==> src/bemc_pkg.sv <==
// Package of constants and carrier types for the buck enable and mode control block
package bemc_pkg;

    // ------------------------------------------------------------------
    // Timing constants
    // ------------------------------------------------------------------
    localparam int unsigned CLK_PERIOD_NS     = 10;      // Reference clock period
    localparam int unsigned INIT_TIME_NS      = 1000;    // Initialization phase length
    localparam int unsigned INIT_CYCLES       = (INIT_TIME_NS + CLK_PERIOD_NS - 1) / CLK_PERIOD_NS;
    localparam int unsigned START_DELAY_NS    = 500;     // Delay from enable high to ramp
    localparam int unsigned START_DELAY_CYC   = (START_DELAY_NS + CLK_PERIOD_NS - 1) / CLK_PERIOD_NS;
    localparam int unsigned RAMP_TIME_NS      = 2000;    // Soft-start ramp length
    localparam int unsigned RAMP_CYCLES       = (RAMP_TIME_NS + CLK_PERIOD_NS - 1) / CLK_PERIOD_NS;
    localparam int unsigned SW_DIV            = 8;       // Reference cycles per switching cycle
    localparam int unsigned NONSYNC_CYCLES    = 6;       // Low-side off cycles on load release
    localparam int unsigned CNT_W             = 16;      // Width of the timing counters

    // ------------------------------------------------------------------
    // Field values
    // ------------------------------------------------------------------
    localparam logic STANDALONE_ON   = 1'b1;             // Fault pulldown disabled
    localparam logic FORCED_PWM_ON   = 1'b1;             // Forced pulse width operation

    // ------------------------------------------------------------------
    // Load bands and modulation kinds
    // ------------------------------------------------------------------
    typedef enum logic [1:0] {
        BEMC_LOAD_VLOW = 2'h0,                           // Very low load
        BEMC_LOAD_LOW  = 2'h1,                           // Low load
        BEMC_LOAD_MID  = 2'h2,                           // Medium load
        BEMC_LOAD_HIGH = 2'h3
    } bemc_load_t;

    typedef enum logic [1:0] {
        BEMC_MOD_OFF  = 2'h0,                            // Power stage off
        BEMC_MOD_CCM  = 2'h1,                            // Continuous conduction modulation
        BEMC_MOD_DCM  = 2'h2,                            // Discontinuous conduction modulation
        BEMC_MOD_SKIP = 2'h3                             // Pulse skip operation
    } bemc_mod_t;

    // ------------------------------------------------------------------
    // Converter state machine, one-hot
    // ------------------------------------------------------------------
    typedef enum logic [4:0] {
        BEMC_ST_INIT  = 5'h01,                           // Loading defaults, sampling straps
        BEMC_ST_SHUT  = 5'h02,                           // Shutdown, enable low
        BEMC_ST_DELAY = 5'h04,                           // Wait before soft start
        BEMC_ST_RAMP  = 5'h08,                           // Soft-start ramp
        BEMC_ST_RUN   = 5'h10                            // Regulating
    } bemc_state_t;

    // ------------------------------------------------------------------
    // Carriers
    // ------------------------------------------------------------------
    typedef struct packed {
        logic hs_on;                                     // High-side switch gate
        logic ls_on;                                     // Low-side switch gate
    } bemc_gate_t;

    typedef struct packed {
        logic first_voltage_strap;                       // Captured strap level
        logic second_voltage_strap;                      // Captured strap level
    } bemc_strap_t;

endpackage : bemc_pkg

==> src/bemc_sync.sv <==
// Three-stage synchroniser with agreement-based change detection
`timescale 1ns/1ps
`default_nettype none

module bemc_sync #(
    parameter logic RESET_VAL = 1'b0                     // Level held during reset
) (
    input  wire logic ref_clk_i,                         // Reference clock
    input  wire logic rst_n_i,                           // Synchronous reset, active low
    input  wire logic clk_en_i,                          // Clock enable
    input  wire logic async_i,                           // Input from outside the domain
    output var  logic level_o                            // Filtered synchronised level
);

    // ------------------------------------------------------------------
    // State
    // ------------------------------------------------------------------
    typedef struct packed {
        logic s1;                                        // First stage, read only by s2
        logic s2;                                        // Second stage
        logic s3;                                        // Third stage
        logic lvl;                                       // Accepted level
    } bemc_sync_st_t;

    bemc_sync_st_t st_q;                                 // Registered state
    bemc_sync_st_t st_d;                                 // Next state

    // Shift and accept a change once stages two and three agree
    always_comb begin
        st_d = st_q;
        if (clk_en_i) begin
            st_d.s1 = async_i;
            st_d.s2 = st_q.s1;
            st_d.s3 = st_q.s2;
            if (st_q.s2 == st_q.s3) begin
                st_d.lvl = st_q.s3;
            end
        end
    end

    // Register state
    always_ff @(posedge ref_clk_i) begin
        if (!rst_n_i) begin
            st_q <= '{s1: RESET_VAL, s2: RESET_VAL, s3: RESET_VAL, lvl: RESET_VAL};
        end else begin
            st_q <= st_d;
        end
    end

    assign level_o = st_q.lvl;

endmodule // bemc_sync

`default_nettype wire

==> src/bemc_ctrl.sv <==
// Enable pin, start-up sequencing and operating mode control of the step-down converter
`timescale 1ns/1ps
`default_nettype none

// Behaviour
// - Hold enable low until initialization done
// - Pull enable low on any fault
// - Shared line gates switching across stack
// - Standalone bit disables fault pulldown
// - Always pull enable low during initialization
// - Release pulldown when no hold
// - Enable high runs, low stops converter
// - Low enable: switches off, control disabled
// - Serial interface ready after initialization only
// - Forced-PWM bit selects operating mode
// - Forced-PWM uses continuous conduction once running
// - Power-save picks modulation by load
// - PWM switches at constant clock frequency
// - Skipped pulses align to internal clock
// - Load release: low-side off six cycles
// - Ramp allows discontinuous and skip modes
// - Short delay before soft-start ramp
module bemc_ctrl #(
    parameter int unsigned INIT_CYC  = bemc_pkg::INIT_CYCLES,     // Initialization length
    parameter int unsigned DELAY_CYC = bemc_pkg::START_DELAY_CYC, // Start delay length
    parameter int unsigned RAMP_CYC  = bemc_pkg::RAMP_CYCLES,     // Soft-start length
    parameter int unsigned DIV_CYC   = bemc_pkg::SW_DIV           // Switching period
) (
    input  wire logic                  ref_clk_i,        // Reference clock, 100 MHz
    input  wire logic                  rst_n_i,          // Power-on reset, active low
    input  wire logic                  clk_en_i,         // Clock enable, freezes state
    input  wire logic                  enable_pin_i,     // Enable pin level
    output var  logic                  enable_pin_o,     // Enable pin drive level
    output var  logic                  enable_pin_oe_o,  // Enable pin pulldown active
    input  wire logic                  fault_i,          // Thermal or overvoltage fault
    input  wire logic                  standalone_i,     // Standalone configuration bit
    input  wire logic                  forced_pwm_select_i, // Forced-PWM configuration bit
    input  wire logic                  nonsync_en_i,     // Non-synchronous mode option
    input  wire logic                  load_release_i,   // Load release event, pulse
    input  wire bemc_pkg::bemc_load_t  load_band_i,      // Measured load band
    input  wire logic                  skip_req_i,       // Pulse requested in skip mode
    input  wire logic                  first_voltage_strap_i,  // Strap pin level
    input  wire logic                  second_voltage_strap_i, // Strap pin level
    output var  bemc_pkg::bemc_strap_t strap_o,          // Straps captured at init
    output var  logic                  serial_ready_o,   // Serial interface operational
    output var  logic                  converter_on_o,   // Control circuitry enabled
    output var  logic                  ramp_active_o,    // Soft-start ramp in progress
    output var  bemc_pkg::bemc_mod_t   modulation_o,     // Active modulation kind
    output var  bemc_pkg::bemc_gate_t  gate_o,           // Power-stage gate drive
    output var  logic                  forced_pulse_width_operation_o, // Forced mode
    output var  logic                  power_save_operation_o          // Power-save mode
);

    // ------------------------------------------------------------------
    // State
    // ------------------------------------------------------------------
    typedef struct packed {
        bemc_pkg::bemc_state_t st;                       // Sequencer state
        logic [bemc_pkg::CNT_W-1:0] cnt;                 // Sequencer timer
        logic [bemc_pkg::CNT_W-1:0] div;                 // Switching period divider
        logic [2:0] nsc;                                 // Non-synchronous cycles left
        logic hold;                                      // Enable pulldown active
        logic fault;                                     // Registered fault level
        bemc_pkg::bemc_strap_t strap;                    // Captured straps
        bemc_pkg::bemc_mod_t mod;                        // Active modulation
        bemc_pkg::bemc_gate_t gate;                      // Gate drive
    } bemc_st_t;

    bemc_st_t st_q;                                      // Registered state
    bemc_st_t st_d;                                      // Next state
    logic     en_sync;                                   // Synchronised enable level
    logic     tick;                                      // Switching period boundary

    localparam logic [bemc_pkg::CNT_W-1:0] INIT_END  = bemc_pkg::CNT_W'(INIT_CYC - 1);
    localparam logic [bemc_pkg::CNT_W-1:0] DELAY_END = bemc_pkg::CNT_W'(DELAY_CYC - 1);
    localparam logic [bemc_pkg::CNT_W-1:0] RAMP_END  = bemc_pkg::CNT_W'(RAMP_CYC - 1);
    localparam logic [bemc_pkg::CNT_W-1:0] DIV_END   = bemc_pkg::CNT_W'(DIV_CYC - 1);
    localparam logic [2:0] NS_LOAD = 3'(bemc_pkg::NONSYNC_CYCLES);

    // ------------------------------------------------------------------
    // Enable pin synchroniser
    // ------------------------------------------------------------------
    // Pin level passes three stages before steering the sequencer
    bemc_sync #(
        .RESET_VAL (1'b0)
    ) u_en_sync (
        .ref_clk_i (ref_clk_i),
        .rst_n_i   (rst_n_i),
        .clk_en_i  (clk_en_i),
        .async_i   (enable_pin_i),
        .level_o   (en_sync)
    );

    assign tick = (st_q.div == DIV_END);

    // ------------------------------------------------------------------
    // Next-state logic
    // ------------------------------------------------------------------
    always_comb begin
        st_d = st_q;
        if (clk_en_i) begin
            st_d.fault = fault_i;
            // Free-running switching clock divider
            st_d.div = tick ? '0 : st_q.div + 1'b1;
            // Pulldown: always in init, on fault unless standalone
            st_d.hold = (st_q.st == bemc_pkg::BEMC_ST_INIT)
                      | (st_q.fault & (standalone_i != bemc_pkg::STANDALONE_ON));
            // Sequencer
            case (st_q.st)
                bemc_pkg::BEMC_ST_INIT: begin
                    // Sample straps while defaults load
                    st_d.strap = '{first_voltage_strap: first_voltage_strap_i,
                                   second_voltage_strap: second_voltage_strap_i};
                    st_d.cnt = st_q.cnt + 1'b1;
                    if (st_q.cnt == INIT_END) begin
                        st_d.st  = bemc_pkg::BEMC_ST_SHUT;
                        st_d.cnt = '0;
                    end
                end
                bemc_pkg::BEMC_ST_SHUT: begin
                    st_d.cnt = '0;
                    if (en_sync) begin
                        st_d.st = bemc_pkg::BEMC_ST_DELAY;
                    end
                end
                bemc_pkg::BEMC_ST_DELAY: begin
                    st_d.cnt = st_q.cnt + 1'b1;
                    if (st_q.cnt == DELAY_END) begin
                        st_d.st  = bemc_pkg::BEMC_ST_RAMP;
                        st_d.cnt = '0;
                    end
                end
                bemc_pkg::BEMC_ST_RAMP: begin
                    st_d.cnt = st_q.cnt + 1'b1;
                    if (st_q.cnt == RAMP_END) begin
                        st_d.st  = bemc_pkg::BEMC_ST_RUN;
                        st_d.cnt = '0;
                    end
                end
                bemc_pkg::BEMC_ST_RUN: begin
                    st_d.cnt = '0;
                end
                default: begin
                    st_d.st  = bemc_pkg::BEMC_ST_INIT;
                    st_d.cnt = '0;
                end
            endcase
            // Low enable level shuts the converter down from any active state
            if (st_q.st != bemc_pkg::BEMC_ST_INIT && !en_sync) begin
                st_d.st  = bemc_pkg::BEMC_ST_SHUT;
                st_d.cnt = '0;
            end
            // Modulation selection
            if (st_d.st == bemc_pkg::BEMC_ST_RAMP
                || st_d.st == bemc_pkg::BEMC_ST_RUN) begin
                if (st_d.st == bemc_pkg::BEMC_ST_RAMP
                    || forced_pwm_select_i != bemc_pkg::FORCED_PWM_ON) begin
                    case (load_band_i)
                        bemc_pkg::BEMC_LOAD_VLOW: st_d.mod = bemc_pkg::BEMC_MOD_SKIP;
                        bemc_pkg::BEMC_LOAD_LOW:  st_d.mod = bemc_pkg::BEMC_MOD_DCM;
                        default:                  st_d.mod = bemc_pkg::BEMC_MOD_CCM;
                    endcase
                end else begin
                    st_d.mod = bemc_pkg::BEMC_MOD_CCM;
                end
            end else begin
                st_d.mod = bemc_pkg::BEMC_MOD_OFF;
            end
            // Non-synchronous window counts switching cycles
            if (st_d.mod == bemc_pkg::BEMC_MOD_OFF) begin
                st_d.nsc = '0;
            end else if (load_release_i && nonsync_en_i) begin
                st_d.nsc = NS_LOAD;
            end else if (tick && st_q.nsc != '0) begin
                st_d.nsc = st_q.nsc - 1'b1;
            end
            // Gate drive, pulses start on switching clock boundaries
            case (st_d.mod)
                bemc_pkg::BEMC_MOD_CCM,
                bemc_pkg::BEMC_MOD_DCM: begin
                    st_d.gate.hs_on = (st_d.div < (DIV_END >> 1));
                    st_d.gate.ls_on = !st_d.gate.hs_on && (st_d.nsc == '0)
                                    && (st_d.mod == bemc_pkg::BEMC_MOD_CCM);
                end
                bemc_pkg::BEMC_MOD_SKIP: begin
                    // A requested pulse only begins at a clock boundary
                    if (tick) begin
                        st_d.gate.hs_on = skip_req_i;
                    end else if (st_d.div == (DIV_END >> 1)) begin
                        st_d.gate.hs_on = 1'b0;
                    end
                    st_d.gate.ls_on = 1'b0;
                end
                default: begin
                    st_d.gate = '0;
                end
            endcase
        end
    end

    // ------------------------------------------------------------------
    // Registers
    // ------------------------------------------------------------------
    always_ff @(posedge ref_clk_i) begin
        if (!rst_n_i) begin
            st_q <= '{st: bemc_pkg::BEMC_ST_INIT, cnt: '0, div: '0, nsc: '0,
                      hold: 1'b1, fault: 1'b0, strap: '0,
                      mod: bemc_pkg::BEMC_MOD_OFF, gate: '0};
        end else begin
            st_q <= st_d;
        end
    end

    // ------------------------------------------------------------------
    // Outputs
    // ------------------------------------------------------------------
    assign enable_pin_o    = 1'b0;                       // Open drain drives low only
    assign enable_pin_oe_o = st_q.hold;
    assign strap_o         = st_q.strap;
    assign serial_ready_o  = (st_q.st != bemc_pkg::BEMC_ST_INIT);
    assign converter_on_o  = (st_q.st == bemc_pkg::BEMC_ST_RAMP)
                           | (st_q.st == bemc_pkg::BEMC_ST_RUN);
    assign ramp_active_o   = (st_q.st == bemc_pkg::BEMC_ST_RAMP);
    assign modulation_o    = st_q.mod;
    assign gate_o          = st_q.gate;
    assign forced_pulse_width_operation_o = (forced_pwm_select_i == bemc_pkg::FORCED_PWM_ON);
    assign power_save_operation_o = !forced_pulse_width_operation_o;

    // ------------------------------------------------------------------
    // Assertions
    // ------------------------------------------------------------------
    property p_init_hold;
        @(posedge ref_clk_i) disable iff (!rst_n_i)
        (st_q.st == bemc_pkg::BEMC_ST_INIT) |-> enable_pin_oe_o;
    endproperty
    a_init_hold: assert property (p_init_hold) else $error("pulldown off during init");

    property p_fault_pull;
        @(posedge ref_clk_i) disable iff (!rst_n_i)
        (clk_en_i && st_q.fault && !standalone_i) |=> enable_pin_oe_o;
    endproperty
    a_fault_pull: assert property (p_fault_pull) else $error("fault did not pull enable");

    property p_standalone;
        @(posedge ref_clk_i) disable iff (!rst_n_i)
        (clk_en_i && standalone_i && st_q.st != bemc_pkg::BEMC_ST_INIT) |=> !enable_pin_oe_o;
    endproperty
    a_standalone: assert property (p_standalone) else $error("standalone pulldown active");

    property p_serial;
        @(posedge ref_clk_i) disable iff (!rst_n_i)
        serial_ready_o |=> serial_ready_o;
    endproperty
    a_serial: assert property (p_serial) else $error("serial interface lost");

    property p_shutdown;
        @(posedge ref_clk_i) disable iff (!rst_n_i)
        !converter_on_o |-> (gate_o == '0);
    endproperty
    a_shutdown: assert property (p_shutdown) else $error("gates on in shutdown");

    property p_forced_pulse_width_operation;
        @(posedge ref_clk_i) disable iff (!rst_n_i)
        (clk_en_i && forced_pwm_select_i && st_d.st == bemc_pkg::BEMC_ST_RUN)
        |=> (modulation_o == bemc_pkg::BEMC_MOD_CCM);
    endproperty
    a_forced_pulse_width_operation: assert property (p_forced_pulse_width_operation) else $error("forced mode not continuous");

    property p_nonsync;
        @(posedge ref_clk_i) disable iff (!rst_n_i)
        (clk_en_i && load_release_i && nonsync_en_i && st_d.mod != bemc_pkg::BEMC_MOD_OFF)
        |=> (st_q.nsc == 3'h6) && !gate_o.ls_on;
    endproperty
    a_nonsync: assert property (p_nonsync) else $error("non-sync window not six");

    property p_delay;
        @(posedge ref_clk_i) disable iff (!rst_n_i)
        (st_q.st == bemc_pkg::BEMC_ST_SHUT) ##1 (st_q.st == bemc_pkg::BEMC_ST_DELAY)
        |-> !ramp_active_o [*2];
    endproperty
    a_delay: assert property (p_delay) else $error("ramp started without delay");

    // Pulldown lets go once init is over and no fault is registered
    property p_release;
        @(posedge ref_clk_i) disable iff (!rst_n_i)
        (clk_en_i && st_q.st != bemc_pkg::BEMC_ST_INIT && !st_q.fault) |=> !enable_pin_oe_o;
    endproperty
    a_release: assert property (p_release) else $error("pulldown not released");

    // Low synchronised enable stops the stage on the next edge
    property p_shut_low;
        @(posedge ref_clk_i) disable iff (!rst_n_i)
        (clk_en_i && st_q.st != bemc_pkg::BEMC_ST_INIT && !en_sync)
        |=> (!converter_on_o && gate_o == '0);
    endproperty
    a_shut_low: assert property (p_shut_low) else $error("low enable left stage on");

    // Ramp follows the load band even with the forced bit set
    property p_ramp_mod;
        @(posedge ref_clk_i) disable iff (!rst_n_i)
        (clk_en_i && st_d.st == bemc_pkg::BEMC_ST_RAMP
         && load_band_i == bemc_pkg::BEMC_LOAD_VLOW)
        |=> (modulation_o == bemc_pkg::BEMC_MOD_SKIP);
    endproperty
    a_ramp_mod: assert property (p_ramp_mod) else $error("ramp blocked pulse skip");

    // Skip pulses may only start at a switching clock boundary
    property p_skip_align;
        @(posedge ref_clk_i) disable iff (!rst_n_i)
        (modulation_o == bemc_pkg::BEMC_MOD_SKIP && $rose(gate_o.hs_on)) |-> (st_q.div == '0);
    endproperty
    a_skip_align: assert property (p_skip_align) else $error("skip pulse off boundary");

endmodule // bemc_ctrl

`default_nettype wire

==> config.mk <==
export PLATFORM = sky130hd
export DESIGN_NAME = bemc_ctrl
export DESIGN_NICKNAME = d
export VERILOG_FILES = /design/src/bemc_pkg.sv /design/src/bemc_sync.sv /design/src/bemc_ctrl.sv
export SDC_FILE = /design/constraint.sdc
export NUM_CORES = 1
export LEC_CHECK = 0
export BUFFER_PORTS_ARGS = -buffer_cell sky130_fd_sc_hd__buf_4
export CORE_ASPECT_RATIO = 0.75
export CORE_MARGIN = 2
export CORE_UTILIZATION = 25
export DETAILED_ROUTE_END_ITERATION = 7
export PLACE_DENSITY = 0.4
export SETUP_SLACK_MARGIN = 0.4
export SLEW_MARGIN = 40
export SYNTH_ARGS = -nofsm -noshare
export SYNTH_HDL_FRONTEND = slang
export SYNTH_SLANG_ARGS = --single-unit
==> constraint.sdc <==
create_clock -name ref_clk_i -period 2.74 [get_ports ref_clk_i]
set_clock_uncertainty 0.05 [all_clocks]
set_input_delay 0.548 -clock ref_clk_i [delete_from_list [all_inputs] [get_ports ref_clk_i]]
set_output_delay 0.548 -clock ref_clk_i [all_outputs]
set_load 0.005 [all_outputs]
==> results of run 1 <==
-- cells in the mapped netlist, types with 7 or more instances --
cell type / instances / area share [%]
ha_1: 8 / 3.1
inv_1: 16 / 1.8
a21oi_1: 22 / 3.4
xor2_1: 9 / 2.4
nor2b_1: 7 / 1.3
nand3_1: 29 / 4.4
buf_4: 8 / 1.8
clkbuf_1: 15 / 1.7
mux2i_1: 9 / 2.7
o21ai_0: 19 / 2.9
or3_1: 7 / 1.3
nand2b_1: 8 / 1.5
a31oi_1: 12 / 2.3
nand4_1: 7 / 1.3
nor4_1: 10 / 1.9
nor2_1: 38 / 4.3
nand2_1: 49 / 5.6
dfxtp_1: 52 / 32
-- flip-flops by register name (all words and copies together) (netlist names) --
register           flops
u_en_sync.st_q         3
enable_pin_oe_o        1
strap_o                2
u_en_sync.level_o      1
st_q                  41
gate_o                 2
modulation_o           2
-- placed cells by master, fill, tap and decap left out, types with 3 or more instances in the layout --
cell,count
nor2b_1,7
ha_4,5
o21ai_0,19
nor3_1,4
nor2_1,35
ha_1,3
inv_1,14
mux2i_1,9
nand2b_1,7
a21oi_1,22
clkbuf_16,5
dfxtp_2,7
dfxtp_1,44
and2_1,5
nor4_1,8
nand2_1,47
or2_2,3
nand4b_1,6
and3_1,6
and4_1,4
nand3_1,27
a31oi_1,12
buf_4,73
xnor2_1,6
nand4_1,7
xor2_1,9
or3_1,7
nand3b_1,3
o22ai_1,6
-- where the power goes --
| group | switching [mW] | internal [mW] | leakage (nW) |
|---|---|---|---|
| Sequential | 0.00952 | 0.765 | 0.425 |
| Combinational | 0.0753 | 0.0534 | 1.09 |
| Clock | 0.306 | 0.342 | 0.0712 |
| Total | 0.391 | 1.16 | 1.59 |
-- path summary, 6_finish.rpt --
kind	startpoint	depth (start not counted)	end	slack (ps)
worst max-delay path	st_q[27]	11	gate_o[1]	100
worst min-delay path	strap_o[0]	2	strap_o[0]	410
worst min register to register	strap_o[0]	2	strap_o[0]	410
worst max register to register	st_q[27]	11	gate_o[1]	100
-- layout make-up --
cell class | instances | share of cell area (%)
tap | 171 | 5.10
timing repair buffer | 74 | 13.3
inverter | 17 | 1.52
clock buffer | 6 | 3.07
multi-input combinational | 322 | 51.6
clock inverter | 2 | 0.328
sequential | 52 | 25.1
-- cells by family (layout without fill, tap and decap cells) --
family / after synthesis / count (layout) / synth area share (%)
AO/OA/AOI/OAI: 85 / 85 / 16.8
XOR/XNOR: 15 / 15 / 4.00
adder cells (fa/ha/maj): 8 / 8 / 3.05
buffers and inverters: 52 / 99 / 8.16
flip-flops: 52 / 52 / 31.7
multiplexers: 9 / 9 / 2.75
other: 1 / 1 / 0.114
AND/OR/NAND/NOR: 204 / 204 / 33.4
-- metal layers --
layer / vias up / global-route usage [%] / share of wire [%]
li1: 1613 / - / -
met2: 59 / 22.5 / 42
met5: - / 0 / 0
met1: 1507 / 20.9 / 52
met4: 0 / 3.13 / 1.0
met3: 9 / 2.58 / 4.7
-- what timing repair did --
action,4_1_cts,5_1_grt
endpoints found under the hold margin,0,0
buffers inserted,6,4
pin swaps,7,13
endpoints found under the setup margin,5,15
gates resized for setup,6,27
-- tightest hold or removal path, stage by stage, from the launching register on --
cell	delay (ps)
dfxtp_1	310
nand2_1	50
a21oi_1	50
-- metrics by stage --
step / hold slack, ps / cell area, µm² / setup slack, ps / instances / power (mW)
2_1_floorplan: 371 / 3320 / 212 / 426 / 0.863
3_3_place_gp: 397 / 3810 / 87.6 / 626 / 0.910
3_5_place_dp: 405 / 3810 / 24.2 / 626 / 0.911
4_1_cts: 415 / 4040 / 35.5 / 640 / 1.58
5_1_grt: 431 / 4200 / -42.6 / 644 / 1.63
6_report: 412 / 4200 / 96.4 / 644 / 1.55
==> impl_metrics.py, run 1 <==
metrics = {
    "place": {
        "number_of_port_buffers": 25,
        "post-dp-hpwl_um": 6800,
        "gp_congestion": 0.787,
    },
    "logic_synthesis": {
        "yosys_warnings": 0,
        "postSynthCellCount": 426,
        "async_flop_share_pct": 0,
        "synth.lib_cells_used.distinct": 65,
        "syn-cell-area_um2": 3280,
        "yosys_reg_bits": 52,
        "synth_flop_type": "dfxtp_1",
        "synth_seq_area_share_pct": 31.7,
        "synthesis.area_per_instance_um2": 7.70,
        "synth_enable_flop_cells": 0,
        "mapped_nets": 448,
    },
    "global_routing": {
        "grt_max_degree": 42,
        "wire_length_of_the_first_global_routing_pass_um": 15800,
        "first_global_vias": 3001,
        "total_overflow_reported_by_the_global_router": 0,
        "initial_antenna_violation_count": 0,
        "grt.total_usage_pct": 14.4,
    },
    "die": {
        "design.die.area_um2": 14100,
        "dieHeight_um": 103,
        "dieWidth_um": 136,
        "fp.coreArea_um2": 12900,
        "ios": 27,
        "initial_standard_cell_utilization_of_the_core_pct": 25.5,
        "std_cell_rows": 36,
    },
    "worst_setup_path": {
        "slowest_stage": "a2111oi_4",
        "worstPathMaxFanout": 4,
        "worst_path_dominant_cell_family": "simple AND/OR/NAND/NOR gates",
        "critPathKind": "register to register",
        "critical_path.most_common_cell": "ha_4",
        "worstPathCellList": "ha_4, and4b_1, nand4_1, nand2b_1, a2111oi_4, nor2_2, and2_4, ha_4, nand4b_1, a2111o_1, mux2i_1",
        "cp.buffers_inverters": 0,
        "timing.critical_path.from_type": "register",
        "worst_ep_arrival_time_ps": 2820,
        "critical_path.endpoint_type": "register",
        "critPathRequiredTime_ps": 2910,
        "largest_stage_delay_on_the_critical_path_ps": 430,
    },
    "layout": {
        "fin_nets": 494,
        "final_core_util_pct": 32.6,
        "number_of_antenna_cells_inserted": 0,
        "num-fill-cells": 1405,
        "sequential_cell_area_um2": 1050,
        "area_used_by_multi_input_combinational_logic_um2": 2160,
        "syn2layout_area_growth_pct": 28.0,
        "drive_above_1_share_pct": 25.8,
    },
    "route": {
        "dr_total_vias": 3188,
        "detail_route.vias_per_cell": 4.95,
        "detailedRoute.firstIterationViolations": 224,
        "drt-total-wl_um": 9750,
        "drtPass1Iterations": 4,
        "route.detailed.wl_per_inst_um": 15.1,
        "drc": 0,
        "post_route_ant_nets": 0,
    },
    "sta": {
        "slew-limit-headroom_pct": 44.6,
        "slew_viol_final": 0,
        "worst-slew-pin-transition_ps": 827,
        "min_cycle_time_layout_ps": 2640,
        "fin_crit_sh_pct": 96.5,
        "timing.fmax_mhz": 378,
        "timing.setup.tns_ps": 0,
        "rsz0062_at_grt": "yes",
        "timing.final.setup_violations": 0,
        "timing_hold_violations_final": 0,
    },
    "cts": {
        "cts-hold-fix-buffers": 0,
        "clk-insertion-delay-late_ps": 300,
        "clockBufferDepth": 2,
        "tritoncts": "done",
        "clk_pin_slew_worst_paths_ps": 80,
        "cts_buffers": 5,
        "number_of_sinks_on_the_clock_net": 52,
        "htree_levels": 2,
        "clockRootBuffer": "clkbuf_16",
    },
    "outcome": {
        "run_status": "finished, final reports clean",
    },
    "power_and_ir_drop": {
        "power.density_nw_per_um2": 370,
        "power.leakage_nw": 1.59,
        "power.ir.vdd_worst_mv": 0.227,
    },
    "worst_hold_path": {
        "hold_class": "register to register",
    },
    "job": {
        "maxCapViolCount": 0,
    },
}
Power figures use the tool's default switching activity.
==> run 2: changes to the inputs <==
--- a/constraint.sdc
+++ b/constraint.sdc
@@ -4,2 +4,2 @@
 set_output_delay 0.548 -clock ref_clk_i [all_outputs]
-set_load 0.005 [all_outputs]
+set_load 0.02 [all_outputs]
==> impl_metrics.py, run 2 (synthesis gave the netlist of run 1 again) <==
metrics = {
    "outcome": {
        "run_status": "finished, final reports clean",
    },
    "place": {
        "gp_congestion": 0.819,
        "dpl-instance-area_um2": 3820,
        "post-dp-hpwl_um": 7050,
        "numPlacedInstances": 629,
        "number_of_port_buffers": 25,
    },
    "cts": {
        "clk-insertion-delay-late_ps": 300,
        "cts-hold-fix-buffers": 0,
        "clk_pin_slew_worst_paths_ps": 80,
        "number_of_sinks_on_the_clock_net": 52,
        "htree_levels": 2,
        "cts_buffers": 5,
        "clockBufferDepth": 2,
        "tritoncts": "done",
        "clockRootBuffer": "clkbuf_16",
    },
    "global_routing": {
        "globalRouteMet2Util_pct": 22.0,
        "grt-busiest-layer": "met2",
        "grt.total_usage_pct": 14.4,
        "grt_max_degree": 30,
        "total_overflow_reported_by_the_global_router": 0,
        "first_global_vias": 2962,
        "global_route.usage.met1_pct": 21.3,
        "wire_length_of_the_first_global_routing_pass_um": 15900,
        "initial_antenna_violation_count": 0,
        "grt_met3_usage_pct": 3.02,
    },
    "job": {
        "maxCapViolCount": 0,
    },
    "worst_setup_path": {
        "critPathRequiredTime_ps": 2920,
        "worst_ep_arrival_time_ps": 2910,
        "timing.reg2reg.setup_slack_ps": 10,
        "timing.critical_path.from_type": "register",
        "worstPathMaxFanout": 3,
        "critPathKind": "register to register",
        "critical_path.endpoint_type": "register",
        "worst-r2r-cell-count": 10,
    },
    "sta": {
        "timing.final.setup_violations": 0,
        "slew_viol_final": 0,
        "rsz0062_at_grt": "yes",
        "timing.setup.tns_ps": 0,
        "timing_hold_violations_final": 0,
        "fin_crit_sh_pct": 99.6,
        "timing.fmax_mhz": 367,
        "min_cycle_time_layout_ps": 2730,
    },
    "power_and_ir_drop": {
        "power.leakage_nw": 1.59,
        "total_power_mw": 1.59,
        "power.ir.vdd_worst_mv": 0.232,
        "power.density_nw_per_um2": 378,
    },
    "die": {
        "dieHeight_um": 103,
        "ios": 27,
        "std_cell_rows": 36,
        "design.die.area_um2": 14100,
        "dieWidth_um": 136,
        "fp.coreArea_um2": 12900,
        "initial_standard_cell_utilization_of_the_core_pct": 25.5,
    },
    "layout": {
        "fin_nets": 493,
        "final_area_um2": 4200,
        "top_register": "st_q",
        "number_of_antenna_cells_inserted": 0,
        "syn2layout_area_growth_pct": 27.9,
        "flip_flop_count_of_the_largest_register_all_copies_and_words_added": 41,
        "final_cell_mix": "buf_4 (71), dfxtp_1 (48), nand2_1 (47), nor2_1 (37), nand3_1 (29)",
        "stdcell_count": 643,
        "mostFrequentLayoutCell": "buf_4",
        "final_core_util_pct": 32.6,
        "drive_above_1_share_pct": 24.8,
        "reg_top3": "st_q x41, u_en_sync.st_q x3",
    },
    "worst_hold_path": {
        "hold_class": "register to register",
        "holdPathStages": 2,
    },
    "route": {
        "dr_total_vias": 3203,
        "drtPass1Iterations": 5,
        "detailedRoute.firstIterationViolations": 142,
        "detail_route.vias_per_cell": 4.98,
        "route.detailed.wl_per_inst_um": 15.6,
        "post_route_ant_nets": 0,
        "drt-total-wl_um": 10100,
        "drc": 0,
    },
}
## run 2: metrics by stage
| stage | worst slack [ps] | hold slack [ps] |
|---|---|---|
| floorplan | 168 | 371 |
| global placement | 98.5 | 397 |
| detailed placement | 31.3 | 403 |
| CTS | 59.5 | 415 |
| global route | -131 | 431 |
| finish | 12.0 | 410 |
## run 2: what timing repair did
item / in CTS / in global routing
pin swaps: 4 / 6
endpoints found under the setup margin: 12 / 13
buffers inserted: 5 / 1
resized for setup: 10 / 23
## run 2: layout make-up
class / instances / area (µm²)
Timing Repair Buffer: 73 / 564
Multi-Input combinational cell: 322 / 2150
Tap cell: 171 / 214
Clock inverter: 3 / 27.5
Sequential cell: 52 / 1050
Clock buffer: 5 / 125
Fill cell: 1375 / 8690
Inverter: 17 / 63.8
## run 2: worst max-delay path, stage by stage, from the launching register on
cell and delay, ps:
dfxtp_2 340, nor4_4 350, nand4_1 260, nand2b_1 190
a2111oi_4 110, nor4b_4 310, inv_2 110, ha_4 240
nand4b_1 160, a2111o_1 410, mux2i_1 130
## run 2: final timing paths
kind | from | end
hold / removal | strap_o[0] | strap_o[0]
setup reg to reg | st_q[37] | gate_o[1]
hold reg to reg | strap_o[0] | strap_o[0]
setup / recovery | st_q[37] | gate_o[1]
## run 2: metal layers
layer,part of all wire (%),vias to the layer above,wire length [µm]
met4,0.62,0,62
met5,0,-,0
met3,3.2,4,326
met1,53,1527,5360
li1,-,1617,-
met2,43,55,4310
## run 2: power by group
group	leakage (nW)	switching (mW)	internal (mW)	total (mW)
Sequential	0.423	0.00852	0.765	0.774
Combinational	1.09	0.0838	0.0557	0.140
Clock	0.0719	0.324	0.348	0.672
